`config.mk`:
```
export PLATFORM = sky130hd
export DESIGN_NAME = stofl_supervisor
export DESIGN_NICKNAME = d
export VERILOG_FILES = /design/src/stofl_pkg.sv /design/src/stofl_bucket.sv /design/src/stofl_supervisor.sv
export SDC_FILE = /design/constraint.sdc
export NUM_CORES = 1
export LEC_CHECK = 0
export BUFFER_PORTS_ARGS = -buffer_cell sky130_fd_sc_hd__buf_4
export CAP_MARGIN = 20
export CORE_MARGIN = 5
export CORE_UTILIZATION = 40
export CTS_CLUSTER_DIAMETER = 150
export DETAILED_ROUTE_END_ITERATION = 8
export GPL_TIMING_DRIVEN = 0
export PLACE_DENSITY = 0.72
export SLEW_MARGIN = 20
export SYNTH_ARGS = -nofsm -noshare
export SYNTH_HDL_FRONTEND = slang
export SYNTH_HIERARCHICAL = 1
export SYNTH_SLANG_ARGS = --single-unit
export TNS_END_PERCENT = 50
```
`constraint.sdc`:
```
create_clock -name clock -period 2.41 [get_ports clock]
set_clock_uncertainty 0.15 [all_clocks]
set_input_delay 0.1205 -clock clock [delete_from_list [all_inputs] [get_ports clock]]
set_output_delay 0.1205 -clock clock [all_outputs]
set_load 0.005 [all_outputs]
```
`src/stofl_pkg.sv`:
```
/*
  Package for the start-up timeout supervisor: command codes, register
  layouts, reset values and timing counts.
  Assumes a 50 MHz system clock and a PMBus front end that decodes
  transactions into command code, data and strobes.
*/
package stofl_pkg;

  // ------------------------------------------------------------------
  // Command codes
  // ------------------------------------------------------------------
  localparam logic [7:0] CMD_LIMIT = 8'h62;
  localparam logic [7:0] CMD_ACTION = 8'h63;

  // ------------------------------------------------------------------
  // Field layout
  // ------------------------------------------------------------------
  localparam int LIM_MANT_W = 7;
  localparam int LIM_ZERO_W = 4;
  localparam int EXP_W = 5;
  localparam logic [4:0] LIM_EXP = 5'h00;
  localparam int ACT_IGN_BIT = 7;
  localparam int RS_HI_BIT = 5;
  localparam int RS_LO_BIT = 3;
  localparam logic [2:0] RS_NONE = 3'h0;
  localparam logic [2:0] RS_ALL = 3'h7;

  // ------------------------------------------------------------------
  // Reset values
  // ------------------------------------------------------------------
  localparam logic [15:0] LIMIT_RST = 16'h0000;
  localparam logic [7:0] ACTION_RST = 8'hBF;
  localparam logic ACT_IGN_RST = 1'b1;
  localparam logic RS5_RST = 1'b1;

  // ------------------------------------------------------------------
  // Timing
  // ------------------------------------------------------------------
  localparam int CLK_HZ = 50000000;
  localparam int TICK_MS = 1;
  localparam int TICK_CYC = CLK_HZ / 1000 * TICK_MS;
  localparam int LATE_S = 4;
  localparam int LATE_MS = LATE_S * 1000;
  localparam int RETRY_RAMPS = 7;
  localparam int MS_W = 13;

  typedef enum logic [4:0] {
    STOFL_IDLE = 5'h01,
    STOFL_RAMP = 5'h02,
    STOFL_RUN = 5'h04,
    STOFL_WAIT = 5'h08,
    STOFL_LATCH = 5'h10
  } stofl_state_t;

endpackage : stofl_pkg

```
`src/stofl_bucket.sv`:
```
/*
  Maps a 7-bit limit mantissa onto the effective timeout in ms.
  Output is registered; one cycle after the mantissa changes.
*/
`timescale 1ns/1ps
module stofl_bucket (
  input wire logic clock,
  input wire logic rst_n,
  input wire logic [6:0] mant,
  output logic [6:0] eff_ms_r
);

  logic [6:0] eff_ms_nxt;

  always_comb begin
    if (mant <= 7'h06) begin
      eff_ms_nxt = mant;
    end else if (mant <= 7'h09) begin
      eff_ms_nxt = 7'h07;
    end else if (mant <= 7'h0C) begin
      eff_ms_nxt = 7'h0A;
    end else if (mant <= 7'h11) begin
      eff_ms_nxt = 7'h0E;
    end else if (mant <= 7'h16) begin
      eff_ms_nxt = 7'h13;
    end else if (mant <= 7'h20) begin
      eff_ms_nxt = 7'h1B;
    end else if (mant <= 7'h2C) begin
      eff_ms_nxt = 7'h25;
    end else if (mant <= 7'h3E) begin
      eff_ms_nxt = 7'h34;
    end else if (mant <= 7'h56) begin
      eff_ms_nxt = 7'h48;
    end else begin
      eff_ms_nxt = 7'h64;
    end
  end

  always_ff @(posedge clock or negedge rst_n) begin
    if (!rst_n) begin
      eff_ms_r <= 7'h00;
    end else begin
      eff_ms_r <= eff_ms_nxt;
    end
  end

endmodule : stofl_bucket

```
`src/stofl_supervisor.sv`:
```
/*
  Start-up timeout supervisor: limit and action registers, 1 ms time
  base, timeout detection, fault flags, alert and retry sequencing.
  Assumes a PMBus front end presenting single-cycle write/read strobes
  with command code and data, and a power stage reporting ramp state.
*/
`timescale 1ns/1ps
module stofl_supervisor #(
  parameter int TICK_CYCLES = stofl_pkg::TICK_CYC,
  parameter int LATE_MS = stofl_pkg::LATE_MS
) (
  input wire logic clock,
  input wire logic rst_n,
  input wire logic loop_slave,
  input wire logic cmd_wr,
  input wire logic cmd_rd,
  input wire logic [7:0] cmd_code,
  input wire logic [15:0] cmd_wdata,
  input wire logic restore_all,
  input wire logic store_all,
  input wire logic fault_clear,
  input wire logic enable_cmd,
  input wire logic ramp_start,
  input wire logic [6:0] ramp_ms,
  input wire logic vout_above_uv,
  output logic [15:0] cmd_rdata_r,
  output logic cmd_nack,
  output logic nv_wr_en,
  output logic nv_rs5,
  output logic nv_act_ign,
  output logic output_enable_r,
  output logic status_other_r,
  output logic status_cml_r,
  output logic vout_warn_flag_r,
  output logic status_tonmax_r,
  output logic invalid_command_fault_r,
  output logic invalid_data_r,
  output logic smbalert_n
);

  stofl_pkg::stofl_state_t state_r;
  stofl_pkg::stofl_state_t state_nxt;
  logic [6:0] limit_mant_r;
  logic act_ign_r;
  logic rs5_r;
  logic [6:0] eff_ms_r;
  logic [15:0] div_r;
  logic tick;
  logic [12:0] ms_r;
  logic [9:0] wait_ms_r;
  logic is_ours;
  logic bad_acc;
  logic bad_rs;
  logic timeout;
  logic [15:0] lim_word;
  logic [7:0] act_byte;
  logic [12:0] late_lim;
  logic [9:0] wait_lim;

  assign late_lim = 13'(LATE_MS) + 13'(ramp_ms);
  assign wait_lim = 10'(stofl_pkg::RETRY_RAMPS) * 10'(ramp_ms);
  // ------------------------------------------------------------------
  // Register views
  // ------------------------------------------------------------------
  assign lim_word = {stofl_pkg::LIM_EXP, 4'h0, limit_mant_r};
  assign act_byte = {act_ign_r, 1'b0, {3{rs5_r}}, {3{rs5_r}}};

  assign is_ours = (cmd_code == stofl_pkg::CMD_LIMIT) || (cmd_code == stofl_pkg::CMD_ACTION);
  assign bad_acc = (cmd_wr || cmd_rd) && is_ours && loop_slave;
  assign cmd_nack = bad_acc;
  assign bad_rs = cmd_wr && !loop_slave && (cmd_code == stofl_pkg::CMD_ACTION)
                  && (cmd_wdata[5:3] != stofl_pkg::RS_NONE)
                  && (cmd_wdata[5:3] != stofl_pkg::RS_ALL);

  // Only bit five goes to the store; the other two are rebuilt
  assign nv_wr_en = store_all;
  assign nv_rs5 = rs5_r;
  assign nv_act_ign = act_ign_r;

  always_ff @(posedge clock or negedge rst_n) begin
    if (!rst_n) begin
      limit_mant_r <= stofl_pkg::LIMIT_RST[6:0];
    end else if (restore_all) begin
      limit_mant_r <= 7'h00;
    end else if (cmd_wr && !loop_slave && cmd_code == stofl_pkg::CMD_LIMIT) begin
      limit_mant_r <= cmd_wdata[6:0];
    end
  end

  always_ff @(posedge clock or negedge rst_n) begin
    if (!rst_n) begin
      act_ign_r <= stofl_pkg::ACT_IGN_RST;
      rs5_r <= stofl_pkg::RS5_RST;
    end else if (cmd_wr && !loop_slave && !bad_rs
                 && cmd_code == stofl_pkg::CMD_ACTION) begin
      act_ign_r <= cmd_wdata[stofl_pkg::ACT_IGN_BIT];
      rs5_r <= cmd_wdata[stofl_pkg::RS_HI_BIT];
    end
  end

  always_ff @(posedge clock or negedge rst_n) begin
    if (!rst_n) begin
      cmd_rdata_r <= 16'h0000;
    end else if (cmd_rd && !loop_slave) begin
      cmd_rdata_r <= (cmd_code == stofl_pkg::CMD_LIMIT) ? lim_word : {8'h00, act_byte};
    end
  end

  stofl_bucket u_bucket (
    .clock(clock),
    .rst_n(rst_n),
    .mant(limit_mant_r),
    .eff_ms_r(eff_ms_r)
  );

  // ------------------------------------------------------------------
  // Millisecond time base
  // ------------------------------------------------------------------
  // Divider restarts with each attempt so the first tick is a full ms
  always_ff @(posedge clock or negedge rst_n) begin
    if (!rst_n) begin
      div_r <= 16'h0000;
    end else if (ramp_start || tick) begin
      div_r <= 16'h0000;
    end else begin
      div_r <= div_r + 16'h0001;
    end
  end
  assign tick = (div_r == 16'(TICK_CYCLES - 1));

  always_ff @(posedge clock or negedge rst_n) begin
    if (!rst_n) begin
      ms_r <= 13'h0000;
    end else if (ramp_start) begin
      ms_r <= 13'h0000;
    end else if (state_r == stofl_pkg::STOFL_RAMP && tick && ms_r != 13'h1FFF) begin
      ms_r <= ms_r + 13'h0001;
    end
  end

  always_ff @(posedge clock or negedge rst_n) begin
    if (!rst_n) begin
      wait_ms_r <= 10'h000;
    end else if (state_r != stofl_pkg::STOFL_WAIT) begin
      wait_ms_r <= 10'h000;
    end else if (tick) begin
      wait_ms_r <= wait_ms_r + 10'h001;
    end
  end

  // Short limit only trips once the ramp plus four seconds has gone by
  assign timeout = (state_r == stofl_pkg::STOFL_RAMP) && !vout_above_uv
                   && (limit_mant_r != 7'h00)
                   && (eff_ms_r < ramp_ms ? ms_r >= late_lim
                                          : ms_r >= 13'(eff_ms_r));

  // ------------------------------------------------------------------
  // Attempt sequencing
  // ------------------------------------------------------------------
  always_comb begin
    case (state_r)
      stofl_pkg::STOFL_IDLE: begin
        state_nxt = ramp_start ? stofl_pkg::STOFL_RAMP : stofl_pkg::STOFL_IDLE;
      end
      stofl_pkg::STOFL_RAMP: begin
        if (!enable_cmd) begin
          state_nxt = stofl_pkg::STOFL_IDLE;
        end else if (vout_above_uv) begin
          state_nxt = stofl_pkg::STOFL_RUN;
        end else if (timeout && !act_ign_r) begin
          state_nxt = stofl_pkg::STOFL_RUN;
        end else if (timeout) begin
          state_nxt = rs5_r ? stofl_pkg::STOFL_WAIT
                            : stofl_pkg::STOFL_LATCH;
        end else begin
          state_nxt = stofl_pkg::STOFL_RAMP;
        end
      end
      stofl_pkg::STOFL_RUN: begin
        state_nxt = enable_cmd ? stofl_pkg::STOFL_RUN : stofl_pkg::STOFL_IDLE;
      end
      stofl_pkg::STOFL_WAIT: begin
        if (!enable_cmd) begin
          state_nxt = stofl_pkg::STOFL_IDLE;
        end else if (wait_ms_r >= wait_lim) begin
          state_nxt = stofl_pkg::STOFL_IDLE;
        end else begin
          state_nxt = stofl_pkg::STOFL_WAIT;
        end
      end
      stofl_pkg::STOFL_LATCH: begin
        state_nxt = fault_clear ? stofl_pkg::STOFL_IDLE : stofl_pkg::STOFL_LATCH;
      end
      default: begin
        state_nxt = stofl_pkg::STOFL_IDLE;
      end
    endcase
  end

  always_ff @(posedge clock or negedge rst_n) begin
    if (!rst_n) begin
      state_r <= stofl_pkg::STOFL_IDLE;
    end else begin
      state_r <= state_nxt;
    end
  end

  // Output drive gate for the power stage; off while waiting or latched
  always_ff @(posedge clock or negedge rst_n) begin
    if (!rst_n) begin
      output_enable_r <= 1'b0;
    end else begin
      output_enable_r <= enable_cmd && (state_nxt != stofl_pkg::STOFL_WAIT)
                         && (state_nxt != stofl_pkg::STOFL_LATCH);
    end
  end

  // ------------------------------------------------------------------
  // Status flags; a new event wins over a clear in the same cycle
  // ------------------------------------------------------------------
  always_ff @(posedge clock or negedge rst_n) begin
    if (!rst_n) begin
      status_other_r <= 1'b0;
      vout_warn_flag_r <= 1'b0;
      status_tonmax_r <= 1'b0;
    end else if (timeout) begin
      status_other_r <= 1'b1;
      vout_warn_flag_r <= 1'b1;
      status_tonmax_r <= 1'b1;
    end else if (fault_clear) begin
      status_other_r <= 1'b0;
      vout_warn_flag_r <= 1'b0;
      status_tonmax_r <= 1'b0;
    end
  end

  always_ff @(posedge clock or negedge rst_n) begin
    if (!rst_n) begin
      invalid_command_fault_r <= 1'b0;
    end else if (bad_acc) begin
      invalid_command_fault_r <= 1'b1;
    end else if (fault_clear) begin
      invalid_command_fault_r <= 1'b0;
    end
  end

  always_ff @(posedge clock or negedge rst_n) begin
    if (!rst_n) begin
      status_cml_r <= 1'b0;
      invalid_data_r <= 1'b0;
    end else if (bad_rs || bad_acc) begin
      status_cml_r <= 1'b1;
      invalid_data_r <= invalid_data_r | bad_rs;
    end else if (fault_clear) begin
      status_cml_r <= 1'b0;
      invalid_data_r <= 1'b0;
    end
  end

  assign smbalert_n = !(status_tonmax_r || invalid_command_fault_r || invalid_data_r);

  // ------------------------------------------------------------------
  // Checks
  // ------------------------------------------------------------------
  property p_disabled_no_fault;
    @(posedge clock) disable iff (!rst_n)
    (limit_mant_r == 7'h00 && !status_tonmax_r) |=> !status_tonmax_r;
  endproperty
  a_disabled_no_fault: assert property (p_disabled_no_fault) else $error("timeout while disabled");
  property p_fault_alert;
    @(posedge clock) disable iff (!rst_n)
    timeout |=> (status_tonmax_r && vout_warn_flag_r && status_other_r) ##0 !smbalert_n;
  endproperty
  a_fault_alert: assert property (p_fault_alert) else $error("fault not flagged");
  property p_slave_nack;
    @(posedge clock) disable iff (!rst_n)
    (cmd_wr && loop_slave && cmd_code == stofl_pkg::CMD_LIMIT) |->
      cmd_nack ##1 ($stable(limit_mant_r) && invalid_command_fault_r);
  endproperty
  a_slave_nack: assert property (p_slave_nack) else $error("slave access not refused");
  property p_bad_retry;
    @(posedge clock) disable iff (!rst_n)
    bad_rs |=> $stable(rs5_r) && status_cml_r && invalid_data_r && !smbalert_n;
  endproperty
  a_bad_retry: assert property (p_bad_retry) else $error("bad retry accepted");
  property p_ignore_keeps_on;
    @(posedge clock) disable iff (!rst_n)
    (timeout && !act_ign_r && enable_cmd) |=> output_enable_r;
  endproperty
  a_ignore_keeps_on: assert property (p_ignore_keeps_on) else $error("ignore mode shut down");
  property p_act_shuts;
    @(posedge clock) disable iff (!rst_n)
    (timeout && act_ign_r && !vout_above_uv) |=> !output_enable_r;
  endproperty
  a_act_shuts: assert property (p_act_shuts) else $error("act mode kept running");
  property p_latch_holds;
    @(posedge clock) disable iff (!rst_n)
    (state_r == stofl_pkg::STOFL_LATCH && !fault_clear) |=> state_r == stofl_pkg::STOFL_LATCH;
  endproperty
  a_latch_holds: assert property (p_latch_holds) else $error("latch left uncleared");
  property p_delay_mirror;
    @(posedge clock) disable iff (!rst_n)
    (cmd_rd && !loop_slave && cmd_code == stofl_pkg::CMD_ACTION) |=>
      cmd_rdata_r[2:0] == {3{cmd_rdata_r[5]}} && cmd_rdata_r[4:3] == {2{cmd_rdata_r[5]}};
  endproperty
  a_delay_mirror: assert property (p_delay_mirror) else $error("delay field mismatch");
  property p_restore;
    @(posedge clock) disable iff (!rst_n)
    restore_all |=> limit_mant_r == 7'h00;
  endproperty
  a_restore: assert property (p_restore) else $error("limit not restored");

endmodule : stofl_supervisor

```
### After elaboration in Yosys (flattened, before gate mapping)

Index checks and enable logic that the tools add are counted.

| word-level totals | value |
|---|---|
| output and inout bits | 28 |
| register bits after elaboration | 81 |
| logic and storage cells | 117 |
| bits of input ports | 42 |

| cells by class | value |
|---|---|
| muxes and demuxes | 34 |
| reduce and logical (&&, ||, !) cells | 37 |
| bitwise logic cells | 1 |
| equal/unequal tests | 13 |
| $lt $le $gt $ge | 13 |
| add/sub/neg operators | 4 |
| multiply operators | 1 |

Operator list:

| kind | count |
|---|---|
| $mux 7 | 10 |
| $mux 5 | 6 |
| $mux 13 | 2 |
| $pmux 5 s5 | 1 |
| $le 7x6->1 const B | 3 |
| $mux 10 | 2 |
| $logic_and 1x1->1 | 18 |
| $add 16x1->16 const B | 1 |
| $eq 16x16->1 const B | 1 |
| $eq 8x7->1 const B | 2 |
| $mux 16 | 1 |
| $le 7x4->1 const B | 2 |
| $le 7x5->1 const B | 2 |
| $add 12x7->13 const A | 1 |
| $add 13x1->13 const B | 1 |
| $ge 13x13->1 | 1 |
| $ge 13x7->1 | 1 |
| $ne 13x13->1 const B | 1 |
| $reduce_bool 2->1 | 6 |
| $add 10x1->10 const B | 1 |
| $ge 10x10->1 | 1 |
| $mul 3x7->10 const A | 1 |
| $ne 5x4->1 const B | 2 |
| $mux 4 | 2 |
| other kinds (20) | 34 |

### Longest topological paths before layout

Gate-level depths: netlist of run 1.

| depth | value |
|---|---|
| word-level depth | 12 |
| depth in mapped cells | 15 |
| depth with buffers taken out | 15 |

### By module

Netlist of run 1, hierarchy kept.

Modules (own cells, without submodules):

| module | cells each | instances | area each (um^2) |
|---|---|---|---|
| stofl_supervisor | 487 | 1 | 4444.3 |
| stofl_bucket | 50 | 1 | 450.4 |

### Worst setup path after synthesis of run 1

OpenSTA, ideal clock, no wires.

| timing path | value |
|---|---|
| path kind | input to register |
| start point | in ramp_ms[0] |
| end point | reg output_enable_r |
| arrival time | 2.821 ns |
| path buffers | 0 |
| data required time | 2.111 ns |
| setup slack | -0.711 ns |
| stages on the path | 15 |
| setup time | 0.149 ns |
| cell sequence | fa_1 ha_1 fa_1 a21oi_1 nor2_1 nor2_1 o21bai_1 a21oi_1 xor2_1 ha_1 and4_1 nand2_1 a21oi_1 nor4_1 a311oi_1 |

| between the ends | value |
|---|---|
| word-level cells in the longest chain between the ends | 12 |

RTL lines:

| what | line | source |
|---|---|---|
| start: declaration | stofl_supervisor.sv:24 | `input wire logic [6:0] ramp_ms,` |
| branches (longest 8 deep; another with $mul 3x7->10) | n/a |  |
| $pmux 5 s5 * | stofl_supervisor.sv:161 | `case (state_r)` |
| $ne 5x4->1 | stofl_supervisor.sv:213 | `output_enable_r <= enable_cmd && (state_nxt != stofl_pkg::STOFL_WAIT)` |
| $logic_and 1x1->1 | stofl_supervisor.sv:213 |  |
| $logic_and 1x1->1 * | stofl_supervisor.sv:214 | `&& (state_nxt != stofl_pkg::STOFL_LATCH);` |
| end signal: assignment | stofl_supervisor.sv:213 |  |
| end: declaration | stofl_supervisor.sv:31 | `output logic output_enable_r,` |

Mark *: on every way between the ends.
A chain may end at the register's enable or synchronous reset.

### Worst setup path in the final report of run 1

| timing path | value |
|---|---|
| start point | in ramp_ms[1] |
| end point | reg output_enable_r |

The elaborated chain is that of the path after synthesis.

==> flow_metrics.py, run 1 <==
metrics = {
    "setup_path": {
        "reg2reg_depth": 7,
        "worstSetupPathType": "primary input to register",
        "required_ns": 2.48,
        "critPathLaunchType": "primary input",
        "path_max_fanout": 4,
        "end_kind": "register",
        "worstPathArrival_ns": 3.04,
    },
    "synth": {
        "synth_top_area_frac": 0.358,
        "synthTopCellsByArea": "dfrtp_1 36%, ha_1 12%, nor2_1 4.2%",
        "syn_inst": 537,
        "syn_area_per_cell_um2": 9.11,
        "async_reset_ff_frac": 1.00,
        "synth_area_mm2": 0.00489,
        "ys_seq_area_frac": 0.374,
        "synth_seq_cells": 73,
        "synthDistinctLibCells": 61,
        "synth_edf_count": 0,
        "synthFlopType": "dfrtp_1",
        "yosysWarnings": 6,
        "synth_largest_area_cell": "dfrtp_1",
    },
    "clock_network": {
        "cts_tree": "done",
        "clock_latency_ns": 0.33,
        "clkSinkCount": 73,
        "clockRootBuffer": "clkbuf_16",
        "path_clk_slew_ns": 0.06,
        "clock_path_buffers": 2,
        "htreeDepth": 3,
        "numCtsBuffers": 9,
    },
    "final_layout": {
        "fillers": 1057,
        "seq_area_mm2": 0.00184,
        "fin_util": 0.535,
        "antennaDiodeCount": 0,
        "multi_input_area_mm2": 0.00308,
        "layout.nets": 742,
        "drive_gt1_frac": 0.240,
        "finalNonFillerCells": 797,
        "area_growth_pct": 31.3,
    },
    "floorplan": {
        "io_pins": 70,
        "die_h_um": 121,
        "die_area_mm2": 0.0145,
        "die_w_um": 121,
        "rows": 40,
        "core_mm2": 0.0120,
        "initial_core_util": 0.407,
    },
    "sta": {
        "hold_violations": 0,
        "fin_crit_ns": 2.97,
        "setup_viol": 4,
        "worst_pin_slew_ns": 0.924,
        "final.period_utilization": 1.23,
        "max_slew_margin": 0.384,
        "rsz0062_at_grt": "true",
        "tns_ns": -1.80,
        "max_freq_mhz": 337,
        "worst_slack_ns": -0.555,
        "drv_slew": 0,
    },
    "detailed_routing": {
        "wl_met3_um": 417,
        "wirelength_um": 11900,
        "remaining_drc_errors": 0,
        "m1WireLength_um": 5200,
        "wl_met2_um": 6030,
        "first_iter_violations": 208,
        "final_antenna_net_count": 0,
        "first_pass_iters": 4,
        "avgViaCountPerCell": 5.41,
        "vias": 4310,
        "highest_layer": "met4",
        "avgRoutedWirePerCell_um": 14.9,
    },
    "run": {
        "cap_violations": 0,
    },
    "status": {
        "failed_checks": "setup timing",
        "status": "finished with violations",
    },
    "grt": {
        "grt_pass1_vias": 4239,
        "grt_antenna_before_repair": 0,
        "grt_overflow": 0,
        "grt_pass1_wl_um": 19900,
        "grt_use_total": 0.162,
        "grt_max_degree": 74,
    },
    "min_path": {
        "min_path_cells": 4,
        "worstHoldPathType": "primary input to register",
    },
    "pwr": {
        "p_leak_nw": 2.97,
        "power_density_mw_per_mm2": 509,
        "peakVddDrop_mv": 0.298,
    },
    "placement": {
        "post-place-cells": 743,
        "io_buffers": 52,
        "dp_hpwl_um": 8270,
        "place_congestion": 0.874,
    },
}
## where the power goes
group | internal, mW | total (mW) | leakage (nW) | switching (mW)
clock network | 0.915 | 1.45 | 0.153 | 0.539
logic | 0.251 | 0.533 | 1.82 | 0.283
registers | 1.25 | 1.28 | 0.992 | 0.0283
total | 2.42 | 3.27 | 2.97 | 0.851
## final cells by class
cell class,instances,share of cell area
sequential,73,0.286
inverter,30,0.0175
multi-input combinational,414,0.479
timing repair buffer,90,0.113
clock inverter,7,0.0158
buffer,27,0.0241
clock buffer,9,0.0350
tap,147,0.0286
## what timing repair did
action,4_1_cts,5_1_grt
buffers inserted,3,20
pin swaps,14,12
resized for setup,13,37
hold buffers,15,0
setup endpoints to repair,7,24
hold endpoints to repair,87,0
gates cloned,0,0
## cell usage after synthesis, drive strengths merged (7+ instances only)
master / count
buf: 18
inv: 30
o21ai: 23
clkbuf: 9
nand4: 16
a21oi: 38
nor2: 55
nor3: 11
xnor2: 15
dfrtp: 70
ha: 48
nand3: 24
and3: 16
nand2: 47
fa: 7
xor2: 21
## through the flow
| stage | power (mW) | worst slack [ns] | hold slack, ns | instance area (um^2) |
|---|---|---|---|---|
| after detailed placement | 1.74 | -1.15 | 0.179 | 5510 |
| after global placement | 1.71 | -1.08 | 0.153 | 5510 |
| after global routing | 3.43 | -0.768 | 0.0963 | 6430 |
| after CTS | 3.24 | -0.596 | 0.0511 | 6080 |
| after floorplan | 1.58 | -0.644 | -0.325 | 4940 |
| final | 3.27 | -0.555 | 0.0779 | 6430 |
## final timing paths
kind / slack, ns / endpoint / start
min: 0.08 / invalid_command_fault_r / loop_slave
max in group asynchronous: 1.12 / ms_r[6] / rst_n
max: -0.56 / output_enable_r / ramp_ms[1]
max reg2reg: -0.18 / state_r[2] / ms_r[2]
min in group asynchronous: 0.31 / wait_ms_r[4] / rst_n
min reg2reg: 0.32 / div_r[0] / div_r[0]
## per-layer routing
metal  up-vias  GRT usage
li1       2119          -
met1      2064      0.209
met2       104      0.275
met3        23     0.0346
met4         0     0.0482
met5         -          0
## kinds of logic after synthesis
logic type,share of synthesized area
adder cells (fa/ha/maj),0.151
flip-flops,0.374
buffers and inverters,0.0539
AO/OA/AOI/OAI,0.132
AND/OR/NAND/NOR,0.219
multiplexers,0.00435
XOR/XNOR,0.0644
other,0.000766
## placed cells by master, fill, tap and decap left out, drive strengths merged, types with 3 or more instances in the layout
cell / count
inv: 32
dfrtp: 70
nor2: 55
and3: 16
xnor2: 15
xor2: 21
fa: 7
buf: 92
nor4bb: 3
nand3: 24
ha: 48
a21oi: 38
nand2b: 3
or4: 3
nor4b: 5
clkbuf: 19
nor2b: 6
dlygate4sd3: 15
a21o: 6
nor4: 5
o21ai: 23
nand2: 47
a31oi: 5
o21bai: 3
nand4: 16
dfstp: 3
conb: 8
o31ai: 4
or3: 4
nor3: 11
## flip-flops by register name, summed over array words and instances (netlist names), 5 cells and up
register	count
limit_mant_r	7
wait_ms_r	10
div_r	16
state_r	5
u_bucket/eff_ms_r	7
cmd_rdata_r	8
ms_r	13
## worst max-delay path: stages
cell and delay [ns]:
buf_8 0.11, fa_1 0.48, ha_2 0.20, fa_2 0.35
a21oi_2 0.14, nor2_1 0.04, nor2_1 0.13, o21bai_1 0.09
a21oi_1 0.17, xor2_1 0.10, ha_1 0.30, and4_4 0.24
nand2_4 0.05, a21oi_4 0.16, nor4_4 0.08, a311oi_1 0.27
(Power assumes the default switching activity.)
==> inputs of run 2 (changes only) <==
--- a/config.mk
+++ b/config.mk
@@ -7,6 +7,7 @@
 export LEC_CHECK = 0
 export BUFFER_PORTS_ARGS = -buffer_cell sky130_fd_sc_hd__buf_4
 export CAP_MARGIN = 20
+export CORE_ASPECT_RATIO = 0.8
 export CORE_MARGIN = 5
 export CORE_UTILIZATION = 40
 export CTS_CLUSTER_DIAMETER = 150
==> run 2 against run 1 <==
  * The run still ends with setup timing left
  * Sequential power about the same
  * Cell area up 0.51%
  * Sequential share of layout area down 0.16 points
  * Register-to-register slack better by 0.08 ns
  * Sequential cell count unchanged
  * Power down 2.3%
  * Cell count up 1.1%
  * Clock power down 6%
  * Largest cell class unchanged
  * Largest power group unchanged
  * Highest routed layer unchanged
==> flow_metrics.py, run 2 (synthesis results as in run 1) <==
metrics = {
    "final_layout": {
        "layout_common_cells": "86 x buf_4, 64 x dfrtp_1, 55 x nor2_1",
        "layout.nets": 746,
        "area_growth_pct": 32.0,
        "max_flop_register": "div_r",
        "largest_reg_flops": 16,
        "design_area_mm2": 0.00646,
        "fillers": 1019,
        "drive_gt1_frac": 0.242,
        "fin_util": 0.535,
        "biggestRegsByFlops": "div_r x16, ms_r x13, wait_ms_r x10",
        "final_common_cell": "buf_4",
        "antennaDiodeCount": 0,
    },
    "detailed_routing": {
        "wl_met2_um": 6140,
        "first_iter_violations": 230,
        "avgRoutedWirePerCell_um": 15.6,
        "wl_met3_um": 593,
        "highest_layer": "met4",
        "first_pass_iters": 6,
        "final_antenna_net_count": 0,
        "wirelength_um": 12600,
        "avgViaCountPerCell": 5.45,
        "m1WireLength_um": 5600,
        "vias": 4390,
        "remaining_drc_errors": 0,
    },
    "sta": {
        "fin_crit_ns": 3.04,
        "worst_pin_slew_ns": 0.951,
        "tns_ns": -1.99,
        "max_freq_mhz": 329,
        "drv_slew": 0,
        "setup_viol": 4,
        "final.period_utilization": 1.26,
        "rsz0062_at_grt": "true",
        "max_slew_margin": 0.366,
        "worst_slack_ns": -0.634,
        "hold_violations": 0,
    },
    "pwr": {
        "peakVddDrop_mv": 0.357,
        "power_density_mw_per_mm2": 495,
        "p_leak_nw": 3.00,
        "power_mw": 3.20,
    },
    "setup_path": {
        "worst_path_most_repeated_cell": "nor2_1",
        "critPathLaunchType": "primary input",
        "r2r_start": "ms_r[8]",
        "cp.buffers_inverters": 1,
        "ff2ff_setup_slack_ns": -0.10,
        "path_max_fanout": 4,
        "end_kind": "register",
        "crit_slowest_cell": "fa_1",
        "crit_family": "adder cells",
        "max_stage_delay_ns": 0.47,
        "worstSetupPathType": "primary input to register",
        "worstPathArrival_ns": 3.09,
        "required_ns": 2.46,
        "r2r_end": "state_r[2]",
        "crit_chain": "buf_8 > fa_1 > ha_2 > fa_2 > a21oi_2 > nor2_1 > nor2_1 > o21bai_1 > a21oi_1 > xor2_1 > ha_1 > and4_4 > nand2_4 > a21oi_4 > nor4_4 > a311oi_1",
        "reg2reg_depth": 7,
    },
    "placement": {
        "placed_area_mm2": 0.00552,
        "place_congestion": 0.871,
        "pre_cts_slack_ns": -1.16,
        "io_buffers": 52,
        "dp_hpwl_um": 8490,
    },
    "floorplan": {
        "core_mm2": 0.0121,
        "rows": 36,
        "die_area_mm2": 0.0146,
        "io_pins": 70,
        "die_w_um": 134,
        "initial_core_util": 0.405,
        "die_h_um": 109,
    },
    "clock_network": {
        "clockRootBuffer": "clkbuf_16",
        "numCtsBuffers": 9,
        "path_clk_slew_ns": 0.07,
        "htreeDepth": 3,
        "cts_tree": "done",
        "clock_path_buffers": 2,
        "clkSinkCount": 73,
        "clock_latency_ns": 0.34,
    },
    "run": {
        "cap_violations": 0,
    },
    "min_path": {
        "hold_end": "cmd_rdata_r[7]",
        "min_from": "loop_slave",
        "worstHoldPathType": "primary input to register",
        "min_path_cells": 3,
    },
    "grt": {
        "grt_pass1_vias": 4336,
        "grt_max_degree": 74,
        "grt_overflow": 0,
        "grt_antenna_before_repair": 0,
        "grt_use_total": 0.173,
        "grt_pass1_wl_um": 20600,
    },
    "status": {
        "status": "finished with violations",
        "failed_checks": "setup timing",
    },
}
-- run 2: cell count changes in the layout (fill, tap and decap cells not counted), sizes merged --
| cell | before | now |
|---|---|---|
| buf | 92 | 95 |
| clkinvlp | 2 | 1 |
| dlygate4sd3 | 15 | 16 |
| clkinv | 1 | 3 |
| inv | 32 | 31 |
| clkbuf | 19 | 20 |
| bufinv | 2 | 1 |
-- run 2: worst min-delay path: stages --
cell and delay (ns):
buf_4 0.09, nand2b_1 0.21, o31ai_1 0.10
-- run 2: power by group --
part	internal [mW]	leakage (nW)	switching [mW]	total, mW
sequential	1.25	0.993	0.0296	1.28
combinational	0.255	1.86	0.290	0.545
clock	0.832	0.149	0.535	1.37
-- run 2: per-layer routing --
metal,GRT usage,vias to the layer above
li1,-,2121
met1,0.219,2132
met2,0.296,117
met3,0.0397,20
met4,0.0558,0
met5,0,-
-- run 2: repair_timing --
item / 4_1_cts / 5_1_grt
pin swaps: 24 / 7
resized for setup: 39 / 16
hold buffers: 16 / 0
hold endpoints to repair: 87 / 0
endpoints found under the setup margin: 13 / 31
setup buffers: 13 / 13
-- run 2: worst max-delay path by stage --
stage / from / endpoint / slack, ns / cells after the start
CTS: ramp_ms[1] / output_enable_r / -0.51 / 16
detailed placement: ramp_ms[0] / output_enable_r / -1.16 / 16
floorplan: ramp_ms[0] / output_enable_r / -0.64 / 15
global route: ramp_ms[1] / output_enable_r / -0.72 / 16
global placement: ramp_ms[3] / output_enable_r / -1.08 / 15
finish: ramp_ms[1] / output_enable_r / -0.63 / 16
-- run 2: per-stage QoR --
step / instances / hold slack, ns
finish: 806 / 0.0817
global route: 806 / 0.114
CTS: 793 / 0.0597
detailed placement: 748 / 0.180
global placement: 748 / 0.159
floorplan: 544 / -0.325
-- run 2: final cells by class --
cell class / instances / area, um^2 / share of cell area
plain buffers: 27 / 160 / 0.0248
clock buffers: 10 / 239 / 0.0370
clock inverters: 6 / 65.1 / 0.0101
inverters: 30 / 113 / 0.0174
multi-input cells: 414 / 3090 / 0.478
flip-flops and latches: 73 / 1840 / 0.285
well taps: 152 / 190 / 0.0294
repair buffers: 94 / 768 / 0.119
